`config.mk`:
```
export PLATFORM = sky130hd
export DESIGN_NAME = chgov_ctrl
export DESIGN_NICKNAME = d
export VERILOG_FILES = /design/src/verilog/chgov_pkg.sv /design/src/verilog/chgov_sync.sv /design/src/verilog/chgov_ctrl.sv
export VERILOG_INCLUDE_DIRS = /design/src /design/src/verilog
export SDC_FILE = /design/constraint.sdc
export NUM_CORES = 1
export LEC_CHECK = 0
export ABC_AREA = 1
export BUFFER_PORTS_ARGS = -buffer_cell sky130_fd_sc_hd__buf_2
export CAP_MARGIN = 20
export CORE_UTILIZATION = 50
export CTS_CLUSTER_DIAMETER = 200
export DETAILED_ROUTE_END_ITERATION = 8
export PLACE_DENSITY_LB_ADDON = 0.08
export SETUP_SLACK_MARGIN = 0.2
export SLEW_MARGIN = 20
export SYNTH_ARGS = -nofsm -noshare
export SYNTH_HDL_FRONTEND = slang
export SYNTH_SLANG_ARGS = --single-unit
```
`constraint.sdc`:
```
create_clock -name pclk -period 3.5 [get_ports pclk]
set_input_delay 0.7 -clock pclk [delete_from_list [all_inputs] [get_ports pclk]]
set_output_delay 0.7 -clock pclk [all_outputs]
set_load 0.005 [all_outputs]
```
`src/verilog/chgov_params.svh`:
```
// Constants of the changeover fault controller: timing and register map.
// Assumes a 20 MHz pclk; every time below is in the unit its name gives.
`ifndef CHGOV_PARAMS_SVH
`define CHGOV_PARAMS_SVH

// ==========================================================================
// Timing
`define CHGOV_CLK_NS      50
`define CHGOV_MS_NS       1000000
`define CHGOV_RELAY_NS    2000000
`define CHGOV_SLOW_MS     40
`define CHGOV_HOLD_MS     1000
`define CHGOV_BLINK_MS    250
`define CHGOV_SEC_MS      1000
`define CHGOV_AUTOLOCK_S  60
`define CHGOV_DLY0_S      10
`define CHGOV_DLY1_S      70
`define CHGOV_DLY2_S      130
`define CHGOV_DLY3_S      280

// ==========================================================================
// Channel count: ch1..ch11 at index 0..10, timecode 1..3 at 11..13
`define CHGOV_NCH         14

// ==========================================================================
// Register offsets
`define CHGOV_CMD_OFS     8'h00
`define CHGOV_CFG0_OFS    8'h04
`define CHGOV_CFG1_OFS    8'h08
`define CHGOV_STAT_OFS    8'h0C
`define CHGOV_FLT_OFS     8'h10
`define CHGOV_ALM_OFS     8'h14

// ==========================================================================
// Command bits, configuration fields and reset values
`define CHGOV_CMD_PRI     0
`define CHGOV_CMD_BAK     1
`define CHGOV_CMD_AON     2
`define CHGOV_CMD_AOFF    3
`define CHGOV_CMD_CLR     4
`define CHGOV_CFG0_ALM    9
`define CHGOV_CFG0_DLY    10
`define CHGOV_CFG0_RST    32'h0000_0BFF
`define CHGOV_CFG1_RST    32'h0000_0000
`define CHGOV_THR_LOW     2'h0
`define CHGOV_THR_HIGH    2'h1
`define CHGOV_THR_USER    2'h2

`endif

```
`src/verilog/chgov_pkg.sv`:
```
// Types shared by the changeover fault controller.
// Assumes nothing beyond a SystemVerilog package compile.
package chgov_pkg;

  // ========================================================================
  // Panel key lock state
  typedef enum logic [1:0] {
    CHGOV_LK_OPEN = 2'b01,
    CHGOV_LK_SHUT = 2'b10
  } chgov_lock_type;

endpackage

```
`src/verilog/chgov_sync.sv`:
```
// Two-stage synchroniser for a vector of asynchronous levels.
// Assumes each bit is an independent slow level; no bus coherency.
module chgov_sync #(
  parameter int W = 1
) (
  input  wire logic         pclk,
  input  wire logic         presetn,
  input  wire logic [W-1:0] async_in,
  output logic      [W-1:0] sync_out
);

  logic [W-1:0] meta_ff;

  // ========================================================================
  // The first stage feeds only the second stage.
  always_ff @(posedge pclk or negedge presetn) begin
    if (!presetn) begin
      meta_ff  <= '0;
      sync_out <= '0;
    end else begin
      meta_ff  <= async_in;
      sync_out <= meta_ff;
    end
  end

endmodule // chgov_sync

```
`src/verilog/chgov_ctrl.sv`:
```
// Changeover fault controller: detection, source select, lamps and APB.
// Assumes detector, key, remote and switch pins asynchronous to pclk.
//
// Summary of operation
// - Ch1, ch2, timecode switch within 70 ms.
// - Ch3-8 switch within 1.5H fast, 60 ms slow.
// - Ch9-10 switch within 6 us fast, 60 ms slow.
// - Ch11 switches within 60 us fast, 60 ms slow.
// - Electronic path follows select within 100 ns.
// - Relay output unstable for 2 ms after toggle.
// - Lamp shows faulty system, primary or backup.
// - Per-channel lamp shows the faulty channel.
// - Fast mode: dropout declares fault at once.
// - Slow mode: level below threshold declares fault.
// - Threshold low, high or user per channel.
// - Detection inhibited for selected power-up delay.
// - Timecode lamp is OR of timecode 1..3 on both systems.
// - Alarms for outputs ch3-11 and power supplies.
// - Alarm setting off mutes only output alarms.
// - Held lock key toggles lock; locked ignores other keys.
// - Auto-lock after 60 s without key presses.
// - Remote port: select, auto, reset in; select, fault out.
// - One shared source select, panel key toggles.
// - Auto mode switches on fault; disabled never does.
// - Blink lamp flashes on faults; reset clears latched indications.
// - Local uses panel switches, remote uses network.
`include "chgov_params.svh"
module chgov_ctrl #(
  parameter int MS_CYC    = `CHGOV_MS_NS / `CHGOV_CLK_NS,
  parameter int RELAY_CYC =
    (`CHGOV_RELAY_NS + `CHGOV_CLK_NS - 1) / `CHGOV_CLK_NS
) (
  input  wire logic        pclk,
  input  wire logic        presetn,
  input  wire logic [7:0]  paddr,
  input  wire logic        psel,
  input  wire logic        penable,
  input  wire logic        pwrite,
  input  wire logic [31:0] pwdata,
  output logic      [31:0] prdata,
  output logic             pready,
  output logic             pslverr,
  input  wire logic [13:0] pri_drop,
  input  wire logic [13:0] pri_low,
  input  wire logic [13:0] bak_drop,
  input  wire logic [13:0] bak_low,
  input  wire logic [8:0]  out_alarm,
  input  wire logic [1:0]  psu_alarm,
  input  wire logic        key_src,
  input  wire logic        key_auto,
  input  wire logic        key_reset,
  input  wire logic        key_ctrl,
  input  wire logic        key_lock,
  input  wire logic        rem_src,
  input  wire logic        rem_auto,
  input  wire logic        rem_reset,
  input  wire logic [8:0]  dip_fast,
  input  wire logic        dip_alarm_en,
  input  wire logic [1:0]  dip_delay,
  input  wire logic [27:0] dip_thr,
  output logic             path_sel,
  output logic             relay_drive,
  output logic             relay_stable,
  output logic      [27:0] thr_sel,
  output logic             pri_fault_led,
  output logic             bak_fault_led,
  output logic      [13:0] ch_fault_led,
  output logic             tc_fault_led,
  output logic             fault_blink_lamp,
  output logic      [10:0] alarm_led,
  output logic             auto_led,
  output logic             remote_led,
  output logic             lock_led,
  output logic             rem_src_out,
  output logic             rem_fault_out
);

  localparam int SW  = 115;
  localparam int MSW = $clog2(MS_CYC + 1);
  localparam int RLW = $clog2(RELAY_CYC + 1);
  localparam logic [MSW-1:0] MS_LAST = MSW'(MS_CYC - 1);
  localparam logic [RLW-1:0] RL_LOAD = RLW'(RELAY_CYC);
  localparam logic [5:0]  SLOW_T = 6'(`CHGOV_SLOW_MS);
  localparam logic [9:0]  HOLD_T = 10'(`CHGOV_HOLD_MS - 1);
  localparam logic [9:0]  SEC_T  = 10'(`CHGOV_SEC_MS - 1);
  localparam logic [7:0]  BLK_T  = 8'(`CHGOV_BLINK_MS - 1);
  localparam logic [5:0]  IDLE_T = 6'(`CHGOV_AUTOLOCK_S - 1);

  // ========================================================================
  // Pin synchronisation
  logic [SW-1:0] syn;
  logic [13:0]   s_pri_drop, s_pri_low, s_bak_drop, s_bak_low;
  logic [8:0]    s_out_alarm, s_dip_fast;
  logic [1:0]    s_psu, s_dip_delay;
  logic [4:0]    s_keys;
  logic [2:0]    s_rem;
  logic          s_dip_alm;
  logic [27:0]   s_dip_thr;

  chgov_sync #(.W(SW)) u_sync (
    .pclk     (pclk),
    .presetn  (presetn),
    .async_in ({pri_drop, pri_low, bak_drop, bak_low, out_alarm,
                psu_alarm, key_src, key_auto, key_reset, key_ctrl,
                key_lock, rem_src, rem_auto, rem_reset, dip_fast,
                dip_alarm_en, dip_delay, dip_thr}),
    .sync_out (syn)
  );

  assign {s_pri_drop, s_pri_low, s_bak_drop, s_bak_low, s_out_alarm,
          s_psu, s_keys, s_rem, s_dip_fast, s_dip_alm, s_dip_delay,
          s_dip_thr} = syn;

  // ========================================================================
  // Time base: a 1 ms enable and a 1 s enable
  logic [MSW-1:0] ms_cnt_ff;
  logic [9:0]     sub_ff;
  logic           ms_tick, sec_tick;

  assign ms_tick  = (ms_cnt_ff == MS_LAST);
  assign sec_tick = ms_tick && (sub_ff == SEC_T);

  always_ff @(posedge pclk or negedge presetn) begin
    if (!presetn) begin
      ms_cnt_ff <= '0;
      sub_ff    <= '0;
    end else begin
      ms_cnt_ff <= ms_tick ? '0 : ms_cnt_ff + 1'b1;
      if (ms_tick) begin
        sub_ff <= sec_tick ? 10'h000 : sub_ff + 10'h001;
      end
    end
  end

  // ========================================================================
  // Configuration source and APB decode
  logic        remote_ff;
  logic [31:0] cfg0_ff, cfg1_ff;
  logic [8:0]  fast_eff;
  logic        alm_en;
  logic [1:0]  dly_eff;
  logic [27:0] thr_eff;
  logic        wr_en, cmd_wr, net_cmd;

  function automatic logic map_ok(input logic [7:0] a);
    map_ok = (a == `CHGOV_CMD_OFS)  || (a == `CHGOV_CFG0_OFS) ||
             (a == `CHGOV_CFG1_OFS) || (a == `CHGOV_STAT_OFS) ||
             (a == `CHGOV_FLT_OFS)  || (a == `CHGOV_ALM_OFS);
  endfunction

  // Switch settings are live; only the network copy needs a write.
  assign fast_eff = remote_ff ? cfg0_ff[8:0] : s_dip_fast;
  assign alm_en   = remote_ff ? cfg0_ff[`CHGOV_CFG0_ALM] : s_dip_alm;
  assign dly_eff  = remote_ff ? cfg0_ff[11:10] : s_dip_delay;
  assign thr_eff  = remote_ff ? cfg1_ff[27:0] : s_dip_thr;

  assign pready  = 1'b1;
  assign pslverr = psel && penable && !map_ok(paddr);
  assign wr_en   = psel && penable && pwrite && map_ok(paddr);
  assign cmd_wr  = wr_en && (paddr == `CHGOV_CMD_OFS);
  assign net_cmd = cmd_wr && remote_ff;

  always_ff @(posedge pclk or negedge presetn) begin
    if (!presetn) begin
      cfg0_ff <= `CHGOV_CFG0_RST;
      cfg1_ff <= `CHGOV_CFG1_RST;
    end else if (wr_en && paddr == `CHGOV_CFG0_OFS) begin
      cfg0_ff <= {20'h0_0000, pwdata[11:0]};
    end else if (wr_en && paddr == `CHGOV_CFG1_OFS) begin
      cfg1_ff <= {4'h0, pwdata[27:0]};
    end
  end

  always_ff @(posedge pclk or negedge presetn) begin
    if (!presetn) begin
      thr_sel <= '0;
    end else begin
      thr_sel <= thr_eff;
    end
  end

  // ========================================================================
  // Power-up detection inhibit
  logic [8:0] up_sec_ff;
  logic       inhibit_ff;

  function automatic logic [8:0] dly_sec(input logic [1:0] s);
    unique case (s)
      2'h0:    dly_sec = 9'(`CHGOV_DLY0_S);
      2'h1:    dly_sec = 9'(`CHGOV_DLY1_S);
      2'h2:    dly_sec = 9'(`CHGOV_DLY2_S);
      default: dly_sec = 9'(`CHGOV_DLY3_S);
    endcase
  endfunction

  always_ff @(posedge pclk or negedge presetn) begin
    if (!presetn) begin
      up_sec_ff  <= '0;
      inhibit_ff <= 1'b1;
    end else if (inhibit_ff) begin
      if (up_sec_ff >= dly_sec(dly_eff)) begin
        inhibit_ff <= 1'b0;
      end else if (sec_tick) begin
        up_sec_ff <= up_sec_ff + 9'h001;
      end
    end
  end

  // ========================================================================
  // Fault detection: index 0..13 primary, 14..27 backup
  logic [13:0] fast14;
  logic [27:0] det;
  logic [5:0]  cnt_ff [28];
  logic [RLW-1:0] relay_cnt_ff;

  assign fast14       = {3'h0, fast_eff, 2'h0};
  assign relay_stable = (relay_cnt_ff == '0);

  for (genvar i = 0; i < 28; i++) begin : g_det
    localparam int CH = i % 14;
    logic raw, mask;
    assign raw  = (i < 14)
                ? (fast14[CH] ? s_pri_drop[CH] : s_pri_low[CH])
                : (fast14[CH] ? s_bak_drop[CH] : s_bak_low[CH]);
    // Relay contacts bounce; ch1 and ch2 are judged only once settled.
    assign mask = (CH < 2) && !relay_stable;
    always_ff @(posedge pclk or negedge presetn) begin
      if (!presetn) begin
        cnt_ff[i] <= '0;
      end else if (!raw || inhibit_ff || mask) begin
        cnt_ff[i] <= '0;
      end else if (ms_tick && cnt_ff[i] != SLOW_T) begin
        cnt_ff[i] <= cnt_ff[i] + 6'h01;
      end
    end
    assign det[i] = raw && !inhibit_ff && !mask &&
                    (fast14[CH] || cnt_ff[i] == SLOW_T);
  end

  // ========================================================================
  // Panel keys and key lock
  chgov_pkg::chgov_lock_type lock_ff;
  logic [4:0] keys_q_ff, press;
  logic [3:0] pk;
  logic [9:0] hold_ff;
  logic [5:0] idle_ff;
  logic       key_act, lock_tgl, auto_lock;

  // Key bits: 4 source, 3 auto, 2 reset, 1 control, 0 lock.
  assign press    = s_keys & ~keys_q_ff;
  assign key_act  = |press;
  assign pk       = press[4:1] &
                    {4{lock_ff == chgov_pkg::CHGOV_LK_OPEN}};
  assign lock_tgl = s_keys[0] && ms_tick && (hold_ff == HOLD_T);
  assign auto_lock = sec_tick && !key_act &&
                     (idle_ff == IDLE_T);

  always_ff @(posedge pclk or negedge presetn) begin
    if (!presetn) begin
      keys_q_ff <= '0;
      hold_ff   <= '0;
    end else begin
      keys_q_ff <= s_keys;
      if (!s_keys[0]) begin
        hold_ff <= '0;
      end else if (ms_tick && hold_ff != 10'h3FF) begin
        hold_ff <= hold_ff + 10'h001;
      end
    end
  end

  always_ff @(posedge pclk or negedge presetn) begin
    if (!presetn) begin
      idle_ff <= '0;
    end else if (key_act || lock_ff == chgov_pkg::CHGOV_LK_SHUT) begin
      idle_ff <= '0;
    end else if (sec_tick) begin
      idle_ff <= (idle_ff == IDLE_T) ? '0 : idle_ff + 6'h01;
    end
  end

  always_ff @(posedge pclk or negedge presetn) begin
    if (!presetn) begin
      lock_ff <= chgov_pkg::CHGOV_LK_OPEN;
    end else begin
      unique case (lock_ff)
        chgov_pkg::CHGOV_LK_OPEN: begin
          if (lock_tgl || auto_lock) begin
            lock_ff <= chgov_pkg::CHGOV_LK_SHUT;
          end
        end
        chgov_pkg::CHGOV_LK_SHUT: begin
          if (lock_tgl) begin
            lock_ff <= chgov_pkg::CHGOV_LK_OPEN;
          end
        end
        default: lock_ff <= chgov_pkg::CHGOV_LK_OPEN;
      endcase
    end
  end

  // ========================================================================
  // Source selection, changeover mode and control location
  logic [2:0] rem_q_ff;
  logic       sel_ff, auto_en_ff;
  logic       man_bak, man_pri, auto_trip, do_clr, nxt_sel;

  assign man_bak = (pk[3] && !sel_ff) ||
                   (s_rem[2] && !rem_q_ff[2]) ||
                   (net_cmd && pwdata[`CHGOV_CMD_BAK]);
  assign man_pri = (pk[3] && sel_ff) ||
                   (!s_rem[2] && rem_q_ff[2]) ||
                   (net_cmd && pwdata[`CHGOV_CMD_PRI]);
  assign auto_trip = auto_en_ff && !sel_ff && (|det[13:0]);
  // A trip outranks a return to primary; backup is then held.
  assign nxt_sel = (auto_trip || man_bak) ? 1'b1
                 : man_pri ? 1'b0 : sel_ff;
  assign do_clr  = pk[1] || (s_rem[0] && !rem_q_ff[0]) ||
                   (cmd_wr && pwdata[`CHGOV_CMD_CLR]);

  always_ff @(posedge pclk or negedge presetn) begin
    if (!presetn) begin
      rem_q_ff <= '0;
      sel_ff   <= 1'b0;
    end else begin
      rem_q_ff <= s_rem;
      sel_ff   <= nxt_sel;
    end
  end

  always_ff @(posedge pclk or negedge presetn) begin
    if (!presetn) begin
      auto_en_ff <= 1'b1;
    end else if (pk[2]) begin
      auto_en_ff <= !auto_en_ff;
    end else if (s_rem[1] != rem_q_ff[1]) begin
      auto_en_ff <= s_rem[1];
    end else if (net_cmd && pwdata[`CHGOV_CMD_AON]) begin
      auto_en_ff <= 1'b1;
    end else if (net_cmd && pwdata[`CHGOV_CMD_AOFF]) begin
      auto_en_ff <= 1'b0;
    end
  end

  always_ff @(posedge pclk or negedge presetn) begin
    if (!presetn) begin
      remote_ff <= 1'b0;
    end else if (pk[0]) begin
      remote_ff <= !remote_ff;
    end
  end

  always_ff @(posedge pclk or negedge presetn) begin
    if (!presetn) begin
      relay_cnt_ff <= '0;
    end else if (nxt_sel != sel_ff) begin
      relay_cnt_ff <= RL_LOAD;
    end else if (relay_cnt_ff != '0) begin
      relay_cnt_ff <= relay_cnt_ff - 1'b1;
    end
  end

  // ========================================================================
  // Latched faults and alarms; a new event outranks a clear
  logic [13:0] pri_flt_ff, bak_flt_ff;
  logic [10:0] alm_ff, alm_set;

  assign alm_set = {s_psu, s_out_alarm & {9{alm_en}}};

  always_ff @(posedge pclk or negedge presetn) begin
    if (!presetn) begin
      pri_flt_ff <= '0;
      bak_flt_ff <= '0;
      alm_ff     <= '0;
    end else begin
      pri_flt_ff <= (pri_flt_ff & {14{!do_clr}}) | det[13:0];
      bak_flt_ff <= (bak_flt_ff & {14{!do_clr}}) | det[27:14];
      alm_ff     <= (alm_ff & {11{!do_clr}}) | alm_set;
    end
  end

  // ========================================================================
  // Indicators and remote outputs
  logic [7:0] blk_cnt_ff;
  logic       blink_ff, any_flt;

  assign any_flt = |{pri_flt_ff, bak_flt_ff};

  always_ff @(posedge pclk or negedge presetn) begin
    if (!presetn) begin
      blk_cnt_ff <= '0;
      blink_ff   <= 1'b0;
    end else if (ms_tick) begin
      blk_cnt_ff <= (blk_cnt_ff == BLK_T) ? '0 : blk_cnt_ff + 8'h01;
      if (blk_cnt_ff == BLK_T) begin
        blink_ff <= !blink_ff;
      end
    end
  end

  always_ff @(posedge pclk or negedge presetn) begin
    if (!presetn) begin
      pri_fault_led    <= 1'b0;
      bak_fault_led    <= 1'b0;
      ch_fault_led     <= '0;
      tc_fault_led     <= 1'b0;
      fault_blink_lamp <= 1'b0;
      alarm_led        <= '0;
      rem_fault_out    <= 1'b0;
    end else begin
      pri_fault_led    <= |pri_flt_ff;
      bak_fault_led    <= |bak_flt_ff;
      ch_fault_led     <= pri_flt_ff | bak_flt_ff;
      tc_fault_led     <= |(pri_flt_ff[13:11] | bak_flt_ff[13:11]);
      fault_blink_lamp <= any_flt && blink_ff;
      alarm_led        <= alm_ff;
      rem_fault_out    <= any_flt;
    end
  end

  assign path_sel    = sel_ff;
  assign relay_drive = sel_ff;
  assign rem_src_out = sel_ff;
  assign auto_led    = auto_en_ff;
  assign remote_led  = remote_ff;
  assign lock_led    = (lock_ff == chgov_pkg::CHGOV_LK_SHUT);

  // ========================================================================
  // APB read data, captured in the setup cycle
  always_ff @(posedge pclk or negedge presetn) begin
    if (!presetn) begin
      prdata <= '0;
    end else if (psel && !penable) begin
      unique case (paddr)
        `CHGOV_CFG0_OFS: prdata <= cfg0_ff;
        `CHGOV_CFG1_OFS: prdata <= cfg1_ff;
        `CHGOV_STAT_OFS: prdata <= {26'h000_0000, relay_stable,
                                    inhibit_ff, lock_led, remote_ff,
                                    auto_en_ff, sel_ff};
        `CHGOV_FLT_OFS:  prdata <= {2'h0, bak_flt_ff, 2'h0, pri_flt_ff};
        `CHGOV_ALM_OFS:  prdata <= {21'h00_0000, alm_ff};
        default:         prdata <= '0;
      endcase
    end
  end
endmodule // chgov_ctrl

```
==> results of run 1 <==
-- worst max-delay path, cell delays in order (launching register included) --
cell and delay (ps):
dfrtp_1 400, nor2_1 170, nand2_1 90, nor3_1 320, nor3b_4 500, buf_2 200
-- through the flow --
step / setup WS, ps / util (%) / hold WS, ps
final: 501.5 / 59.72 / 56.79
after detailed placement: 661.9 / 55.41 / 334.7
after global routing: 328.0 / 59.72 / 64.67
after floorplan: 863.2 / - / 331.2
after global placement: 741.0 / 55.41 / 331.7
after CTS: 458.5 / 59.72 / 49.56
-- cells by family after synthesis --
logic type | after synthesis | share of synthesized area, %
DFF | 634 | 60.17
muxes | 2 | 0.08058
AOI/OAI and AO/OA | 484 | 10.52
xor gates and xnor gates | 45 | 1.493
adders and majority gates | 75 | 3.555
other | 2 | 0.02845
buffers and inverters | 475 | 7.143
and+or+nand+nor | 1006 | 17.01
-- state kept, by name (all words and copies together), names as in the netlist, 2 cells and up --
register	count
bak_flt_ff	14
ms_cnt_ff	15
rem_q_ff	3
sub_ff	10
u_sync.meta_ff	105
hold_ff	10
alarm_led	11
prdata	30
alm_ff	11
lock_ff	2
up_sec_ff	9
idle_ff	6
keys_q_ff	5
blk_cnt_ff	8
ch_fault_led	14
pri_flt_ff	14
cnt_ff	168
relay_cnt_ff	16
cfg0_ff	12
thr_sel	28
cfg1_ff	28
u_sync.sync_out	105
-- power by group --
group	internal [mW]	switching, mW
Clock	4.25	2.94
Sequential	8.02	0.363
Combinational	1.01	2.06
Total	13.3	5.36
-- final cells by class --
class	count	area [sq um]	share of cell area [%]
Sequential cell	634	15880	51.42
Multi-Input combinational cell	1615	8646	27.99
Clock buffer	92	1931	6.251
Timing Repair Buffer	283	1669	5.404
Inverter	427	1610	5.213
Tap cell	680	850.8	2.755
Clock inverter	25	295.3	0.9560
Antenna cell	1	2.502	0.008102
-- routing by layer --
| metal | vias to the layer above | wire length (um) |
|---|---|---|
| li1 | 9491 | - |
| met3 | 109 | 3952 |
| met4 | 4 | 1767 |
| met2 | 507 | 30380 |
| met1 | 9662 | 29730 |
| met5 | - | 28 |
-- synth_stat cells, types with 8 or more instances --
library cell / instances
nor3_1: 89
buf_2: 16
o22ai_1: 39
o221ai_1: 14
o21ai_1: 8
or2_2: 11
inv_1: 421
nand3b_1: 10
dfstp_2: 14
nor3b_1: 15
xnor2_1: 8
nand2_1: 445
xor2_1: 37
a21oi_1: 147
o21a_1: 25
nor4_1: 27
nand4_1: 45
o21ai_0: 194
clkbuf_1: 19
nor2_1: 206
dfrtp_1: 620
ha_1: 75
nand3_1: 129
-- worst paths after layout --
path	from	depth (start not counted)	end
min in group pclk	dip_thr[25]	1	u_sync.meta_ff[25]
max in group asynchronous	presetn	3	cfg0_ff[4]
worst min register to register	u_sync.meta_ff[51]	0	u_sync.sync_out[51]
worst min-delay path	presetn	1	u_sync.sync_out[75]
worst max-delay path	relay_cnt_ff[5]	5	relay_stable
worst max register to register	remote_led	14	up_sec_ff[4]
==> flow_metrics.tcl, run 1 <==
set metrics [dict create \
    status "complete, no violations" \
    first_pass_iters 5 \
    h-tree-depth 3 \
    syn_to_final_growth_pct 17.01 \
    wire_per_inst_um 17.53 \
    first_global_vias 19767 \
    ios 259 \
    rrSetupSlack_ps 660 \
    crit_type "reg2out" \
    use_met2_pct 39.90 \
    grt-ovfl-total 0 \
    dpl.hpwl_mm 48.01 \
    cts_resized 0 \
    die_w_um 231.8 \
    place_area_sq_um 28660 \
    worstPathRequired_ps 2800 \
    power_density_nw_per_um2 603.4 \
    final_cell_area_sq_um 30890 \
    rsz0062_at_grt "false" \
    syn-cell-area_sq_um 26400 \
    drc 0 \
    drive_gt1_share_pct 14.79 \
    ys_async_sr_fraction_pct 100.0 \
    max_slew_margin_pct 48.89 \
    postRouteAntennaNets 0 \
    row_count 83 \
    ir_drop_mv 0.5267 \
    hold_viol_final 0 \
    cts_root_buf "clkbuf_16" \
    start_kind "flip-flop" \
    grt_usage_pct 25.33 \
    end_kind "primary output" \
    syn_avg_cell_area_sq_um 9.694 \
    crit_fanout 4 \
    fin_crit_ps 2998 \
    layout_common_cells "620 x dfrtp_1, 444 x nand2_1, 421 x inv_1, 240 x buf_2, 206 x nor2_1" \
    grt.met3_usage_pct 5.526 \
    initial_core_util_pct 51.04 \
    tritoncts "yes" \
    clock_sinks 634 \
    fin_tns_setup_ps 0 \
    synth_top_area_share_pct 58.78 \
    period_share_pct 85.67 \
    syn_inst 2723 \
    ys_seq_area_share_pct 60.17 \
    final-setup-viol-count 0 \
    total_power_mw 18.64 \
    synth_edf_count 0 \
    numPortBuffers 241 \
    synthFlopType "dfrtp_1" \
    dr.first_iter.drc_count 1649 \
    grt_pass1_wl_mm 105.5 \
    antenna_found_initial 3 \
    insertion_delay_ps 610 \
    ys_top_cells_by_area "dfrtp_1 59%, nand2_1 6.3%, inv_1 6.0%, o21ai_0 3.7%, ha_1 3.6%" \
    vias 19773 \
    fp.dieH_um 231.8 \
    postCtsSetupBuffers 0 \
    busiest_layer "met2" \
    core_area_sq_um 51720 \
    fin_cells 3757 \
    via_per_inst 5.263 \
    hold_class "in2async" \
    cts.clk_slew.worst_paths_ps 60 \
    fin_skew_ps 21.76 \
    place.gp.congestion 0.9073 \
    crit_arrival_ps 2300 \
    maxSlewViolCount 0 \
    final_common_cell "dfrtp_1" \
    finish.net_count 3263 \
    cts_hold_buffers 0 \
    synth.distinct_cells 61 \
    use_met1_pct 34.92 \
    yosysWarnings 0 \
    fmax_ghz 0.3335 \
    grt_max_degree 86 \
    synth_top_area_cell "dfrtp_1" \
    tightest_slew_ps 764.4 \
    cts_buffers 67 \
    drt-total-wl_mm 65.86 \
    max_cap_viol_count 0 \
    cellLeakagePower_nw 14.76 \
    ys_ff_latch 634 \
    fp.dieArea_sq_um 53720 \
    fillers 4353 \
    clk_path_buf_depth 3 \
    dpl.cell_count 3639 \
]
Note: power is estimated with default switching activity, not from simulation.
==> inputs of run 2 (changes only) <==
--- a/config.mk
+++ b/config.mk
@@ -6,14 +6,12 @@
 export SDC_FILE = /design/constraint.sdc
 export NUM_CORES = 1
 export LEC_CHECK = 0
-export ABC_AREA = 1
 export BUFFER_PORTS_ARGS = -buffer_cell sky130_fd_sc_hd__buf_2
 export CAP_MARGIN = 20
 export CORE_UTILIZATION = 50
 export CTS_CLUSTER_DIAMETER = 200
 export DETAILED_ROUTE_END_ITERATION = 8
 export PLACE_DENSITY_LB_ADDON = 0.08
-export SETUP_SLACK_MARGIN = 0.2
 export SLEW_MARGIN = 20
 export SYNTH_ARGS = -nofsm -noshare
 export SYNTH_HDL_FRONTEND = slang
==> run 2 against run 1 <==
Against the previous run: critical endpoint unchanged; synthesized area down 3.9%; via count down 14%; largest cell class unchanged; cell area down 2.2%; die area down 3.9%; first-iteration DRC count down 29%; routed wire length down 11%; critical path type unchanged.
==> flow_metrics.tcl, run 2 <==
set metrics [dict create \
    status "complete, no violations" \
    top_register "cnt_ff" \
    synth_edf_count 0 \
    fin_crit_ps 3293 \
    synth_top_area_share_pct 61.17 \
    power_density_nw_per_um2 588.8 \
    layout_common_cells "619 x dfrtp_1, 240 x buf_2, 217 x nor2_1, 161 x nand2_1, 95 x xor2_1" \
    cellLeakagePower_nw 14.40 \
    wl_met3_mm 2.072 \
    maxSlewViolCount 0 \
    fmax_ghz 0.3037 \
    wire_per_inst_um 18.61 \
    synth.distinct_cells 67 \
    synthFlopType "dfrtp_1" \
    syn_inst 2123 \
    synth.most_common_cell "dfrtp_1" \
    fin_tns_setup_ps 0 \
    cts.clk_slew.worst_paths_ps 60 \
    via_per_inst 5.359 \
    wl_met1_mm 26.40 \
    worstPathRequired_ps 2800 \
    tightest_slew_ps 853.6 \
    reg.largest.list "cnt_ff: 168 flops, u_sync.meta_ff: 105 flops, u_sync.sync_out: 105 flops" \
    max_slew_margin_pct 42.97 \
    grt_pass1_wl_mm 92.90 \
    r2r_cells 9 \
    start_kind "flip-flop" \
    dr.first_iter.drc_count 1173 \
    highest_layer "met4" \
    fp.dieH_um 227.2 \
    dpl.cell_count 3035 \
    rrSetupSlack_ps 240 \
    drt-total-wl_mm 58.81 \
    vias 16933 \
    cts_root_buf "clkbuf_16" \
    ys_top_cells_by_area "dfrtp_1 61%, ha_1 3.7%, xor2_1 3.3%, nor2_1 3.2%, mux2_2 3.1%" \
    ys_seq_area_share_pct 62.62 \
    postRouteAntennaNets 0 \
    ir_drop_mv 0.5458 \
    row_count 82 \
    insertion_delay_ps 620 \
    rsz0062_at_grt "false" \
    yosysWarnings 0 \
    syn-cell-area_sq_um 25360 \
    largest_register_ff_count 168 \
    place.gp.congestion 0.8245 \
    synth_top_area_cell "dfrtp_1" \
    die_w_um 227.2 \
    dpl.hpwl_mm 41.72 \
    yosys-top-cells-count "620 x dfrtp_1, 217 x nor2_1, 161 x nand2_1" \
    grt-ovfl-total 0 \
    multi_input_area_sq_um 8892 \
    period_share_pct 94.09 \
    fin_skew_ps 25.70 \
    core_area_sq_um 50070 \
    first_pass_iters 9 \
    drc 0 \
    r2r_start "remote_led" \
    final-setup-viol-count 0 \
    hold_class "in2async" \
    fp.dieArea_sq_um 51630 \
    cts_hold_buffers 0 \
    drive_gt1_share_pct 22.23 \
    initial_core_util_pct 50.66 \
    grt_usage_pct 23.31 \
    ios 259 \
    crit_fanout 7 \
    r2r-end "relay_cnt_ff[12]" \
    cts_buffers 69 \
    numPortBuffers 241 \
    finish.net_count 2669 \
    max_cap_viol_count 0 \
    ys_async_sr_fraction_pct 100.0 \
    crit_arrival_ps 2590 \
    crit_type "reg2out" \
    hold_viol_final 0 \
    ys_ff_latch 634 \
    grt_max_degree 99 \
    seq_area_sq_um 15880 \
    clock_sinks 634 \
    first_global_vias 16795 \
    syn_to_final_growth_pct 19.15 \
    syn_avg_cell_area_sq_um 11.95 \
    final_common_cell "dfrtp_1" \
    clk_path_buf_depth 3 \
    n_antenna_cell 0 \
    tritoncts "yes" \
    h-tree-depth 3 \
    end_kind "primary output" \
    fin_cells 3160 \
    antenna_found_initial 0 \
    route.met2.wl_mm 29.30 \
    fillers 4169 \
]
run 2: through the flow:
step | hold WS (ps) | setup WS [ps] | total power [mW] | area, sq um | utilization, %
floorplan | 331.2 | 203.4 | 9.200 | 25370 | -
global placement | 331.6 | 71.09 | 10.25 | 27770 | 55.47
global route | 61.79 | 51.62 | 18.53 | 30220 | 60.36
finish | 15.04 | 206.8 | 17.79 | 30220 | 60.36
detailed placement | 334.7 | 9.698 | 10.28 | 27770 | 55.47
CTS | 50.98 | 23.09 | 18.00 | 30210 | 60.33
run 2: report_power, final:
| group | internal (mW) | switching, mW | total, mW |
|---|---|---|---|
| Combinational | 0.841 | 1.04 | 1.88 |
| Sequential | 7.83 | 0.422 | 8.25 |
| Clock | 4.67 | 2.99 | 7.66 |
| Total | 13.3 | 4.45 | 17.8 |
run 2: layout make-up:
class | count | share of cell area, %
multi-input cells | 1334 | 29.43
repair buffers | 303 | 6.020
flip-flops and latches | 634 | 52.56
clock buffers | 96 | 6.579
clock inverters | 29 | 1.486
inverters | 92 | 1.143
well taps | 672 | 2.782
run 2: logic make-up after synthesis:
family | Yosys count | share of synthesized area, %
adder cells (fa/ha/maj) | 75 | 3.700
XOR/XNOR | 153 | 5.283
buffers and inverters | 156 | 2.472
AO/OA/AOI/OAI | 250 | 6.329
multiplexers | 104 | 4.539
flip-flops | 634 | 62.62
other | 2 | 0.02961
AND/OR/NAND/NOR | 749 | 15.03
run 2: worst max path at each step:
stage	start	endpoint	cells past startpoint
2_1_floorplan	remote_led	up_sec_ff[3]	14
3_3_place_gp	inhibit_ff	relay_cnt_ff[12]	9
3_5_place_dp	inhibit_ff	relay_cnt_ff[12]	9
4_1_cts	inhibit_ff	relay_cnt_ff[12]	9
5_1_grt	relay_cnt_ff[11]	relay_stable	5
6_report	relay_cnt_ff[11]	relay_stable	5
run 2: timing repair:
item,CTS,global route
buffers inserted,0,0
gates resized for setup,0,2
setup endpoints to repair,0,5
run 2: layer usage:
metal / track usage (%) / up-vias
li1: - / 7933
met1: 32.03 / 8611
met2: 38.73 / 320
met3: 3.782 / 69
met4: 5.737 / 0
met5: 0 / -
run 2: critical path, stage by stage, from the launching register on:
cell and delay (ps):
dfrtp_1 430, nor4_1 420, nand4b_1 220, nand3b_1 330, inv_1 390, buf_2 200
==> inputs of run 3 (changes only) <==
--- a/config.mk
+++ b/config.mk
@@ -6,11 +6,11 @@
 export SDC_FILE = /design/constraint.sdc
 export NUM_CORES = 1
 export LEC_CHECK = 0
-export BUFFER_PORTS_ARGS = -buffer_cell sky130_fd_sc_hd__buf_2
 export CAP_MARGIN = 20
 export CORE_UTILIZATION = 50
 export CTS_CLUSTER_DIAMETER = 200
 export DETAILED_ROUTE_END_ITERATION = 8
+export DONT_BUFFER_PORTS = 1
 export PLACE_DENSITY_LB_ADDON = 0.08
 export SLEW_MARGIN = 20
 export SYNTH_ARGS = -nofsm -noshare
==> run 3 against run 2 <==
Against the previous run: sequential power grew 1%; non-clock buffer count shrank 248; cell area shrank 5.0%; clock power shrank 6.3%; utilization shrank 3.0 points; register-to-register slack lost 50 ps; clock-buffer cell count shrank 3; die area is the same; via count shrank 6.1%; cell count shrank 8.0%; power shrank 4.4%; sequential share of layout area grew 2.8 points; critical endpoint is now relay_cnt_ff[12]; largest power group unchanged.
==> flow_metrics.tcl, run 3 (synthesis gave the netlist of run 2 again) <==
set metrics [dict create \
    status "complete, no violations" \
    fin_crit_ps 3314 \
    period_share_pct 94.67 \
    fin_tns_setup_ps 0 \
    grt_usage_pct 22.13 \
    postRouteAntennaNets 0 \
    finish.net_count 2419 \
    row_count 82 \
    core_area_sq_um 50070 \
    crit_fanout 18 \
    final_cell_area_sq_um 28710 \
    vias 15902 \
    fin_skew_ps 20.73 \
    layout_common_cells "619 x dfrtp_1, 217 x nor2_1, 161 x nand2_1, 95 x xor2_1, 92 x inv_1" \
    power_density_nw_per_um2 592.3 \
    drt-total-wl_mm 56.49 \
    tritoncts "yes" \
    r2r-end "relay_cnt_ff[12]" \
    cts_root_buf "clkbuf_16" \
    cp-startpoint "inhibit_ff" \
    end_kind "flip-flop" \
    ios 259 \
    cts_resized 0 \
    via_per_inst 5.468 \
    max_slew_margin_pct 43.16 \
    clock_sinks 634 \
    final_util_pct 57.34 \
    wire_per_inst_um 19.42 \
    syn_to_final_growth_pct 13.20 \
    crit_type "reg2reg" \
    drive_gt1_share_pct 13.26 \
    top_register "cnt_ff" \
    rrSetupSlack_ps 190 \
    r2r_cells 9 \
    fp.dieH_um 227.2 \
    hold_class "in2reg" \
    ir_drop_mv 0.6144 \
    fp.dieArea_sq_um 51630 \
    rsz0062_at_grt "false" \
    cts.clk_slew.worst_paths_ps 60 \
    insertion_delay_ps 600 \
    first_pass_iters 8 \
    clk_path_buf_depth 3 \
    crit_arrival_ps 3790 \
    start_kind "flip-flop" \
    grt-ovfl-total 0 \
    reg.largest.list "cnt_ff: 168 flops, u_sync.meta_ff: 105 flops, u_sync.sync_out: 105 flops" \
    fmax_ghz 0.3018 \
    place.gp.congestion 0.8210 \
    largest_register_ff_count 168 \
    cts_buffers 67 \
    die_w_um 227.2 \
    hold_viol_final 0 \
    h-tree-depth 3 \
    critPathCapture "relay_cnt_ff[12]" \
    numPortBuffers 0 \
    dr.first_iter.drc_count 1240 \
    r2r_start "inhibit_ff" \
    grt_max_degree 635 \
    postCtsSetupBuffers 0 \
    first_global_vias 15645 \
    drc 0 \
    final_common_cell "dfrtp_1" \
    place_area_sq_um 26340 \
    cellLeakagePower_nw 13.23 \
    initial_core_util_pct 50.66 \
    tightest_slew_ps 852.6 \
    max_cap_viol_count 0 \
    dpl.hpwl_mm 38.42 \
    worstPathRequired_ps 3980 \
    maxSlewViolCount 0 \
    grt_pass1_wl_mm 87.29 \
    antenna_found_initial 6 \
    final-setup-viol-count 0 \
]
run 3: cell count changes in the layout (fill, tap and decap cells not counted), moves of 2 or more:
cell	previous run	this run
bufinv_16	9	6
diode_2	0	3
buf_4	51	49
buf_16	0	4
buf_12	11	1
inv_6	2	4
buf_2	240	0
clkbuf_16	69	67
clkinv_8	4	2
run 3: how the worst min path moves through the flow:
stage | start | to | cells after the start
after global routing | dip_fast[6] | u_sync.meta_ff[37] | 0
after floorplan | u_sync.meta_ff[0] | u_sync.sync_out[0] | 0
final | psu_alarm[0] | u_sync.meta_ff[48] | 0
after CTS | presetn | u_sync.meta_ff[88] | 0
after detailed placement | u_sync.meta_ff[13] | u_sync.sync_out[13] | 0
after global placement | u_sync.meta_ff[4] | u_sync.sync_out[4] | 0
run 3: final cells by class:
type / count / area (sq um)
diodes: 3 / 7.507
clock buffers: 93 / 1924
clock inverters: 25 / 320.3
fillers: 4208 / 21360
inverters: 92 / 345.3
multi-input cells: 1334 / 8881
flip-flops and latches: 634 / 15880
well taps: 672 / 840.8
repair buffers: 55 / 508.0
run 3: through the flow:
step	hold WS [ps]	setup slack [ps]	std cells	total power, mW
detailed placement	334.7	130.9	2782	9.817
finish	119.6	186.5	2908	17.00
CTS	-188.1	145.2	2900	17.05
floorplan	331.2	203.4	2124	9.200
global placement	332.0	253.1	2782	9.789
global route	88.69	3.197	2907	17.69
run 3: power breakdown:
part	switching, mW	leakage (nW)	internal [mW]	total, mW
sequential	0.506	8.11	7.83	8.34
combinational	0.851	4.01	0.629	1.48
clock	2.88	1.10	4.30	7.18
total	4.24	13.2	12.8	17.0
run 3: layer usage:
metal	global-route usage [%]	part of all wire (%)	vias to the layer above
met1	30.32	45	8054
met4	7.837	3.1	4
met2	35.03	48	319
met3	4.569	4.6	98
li1	-	-	7427
met5	0	0.041	-
run 3: critical path, cell delays in order, from the launching register on:
cell      delay [ps]
dfstp_2          810
buf_4            310
nand2b_1         300
nor3_1           120
nor3_1           280
o21ai_1          180
nor4_4           460
a221oi_2         100
buf_4            230
or3b_1           390
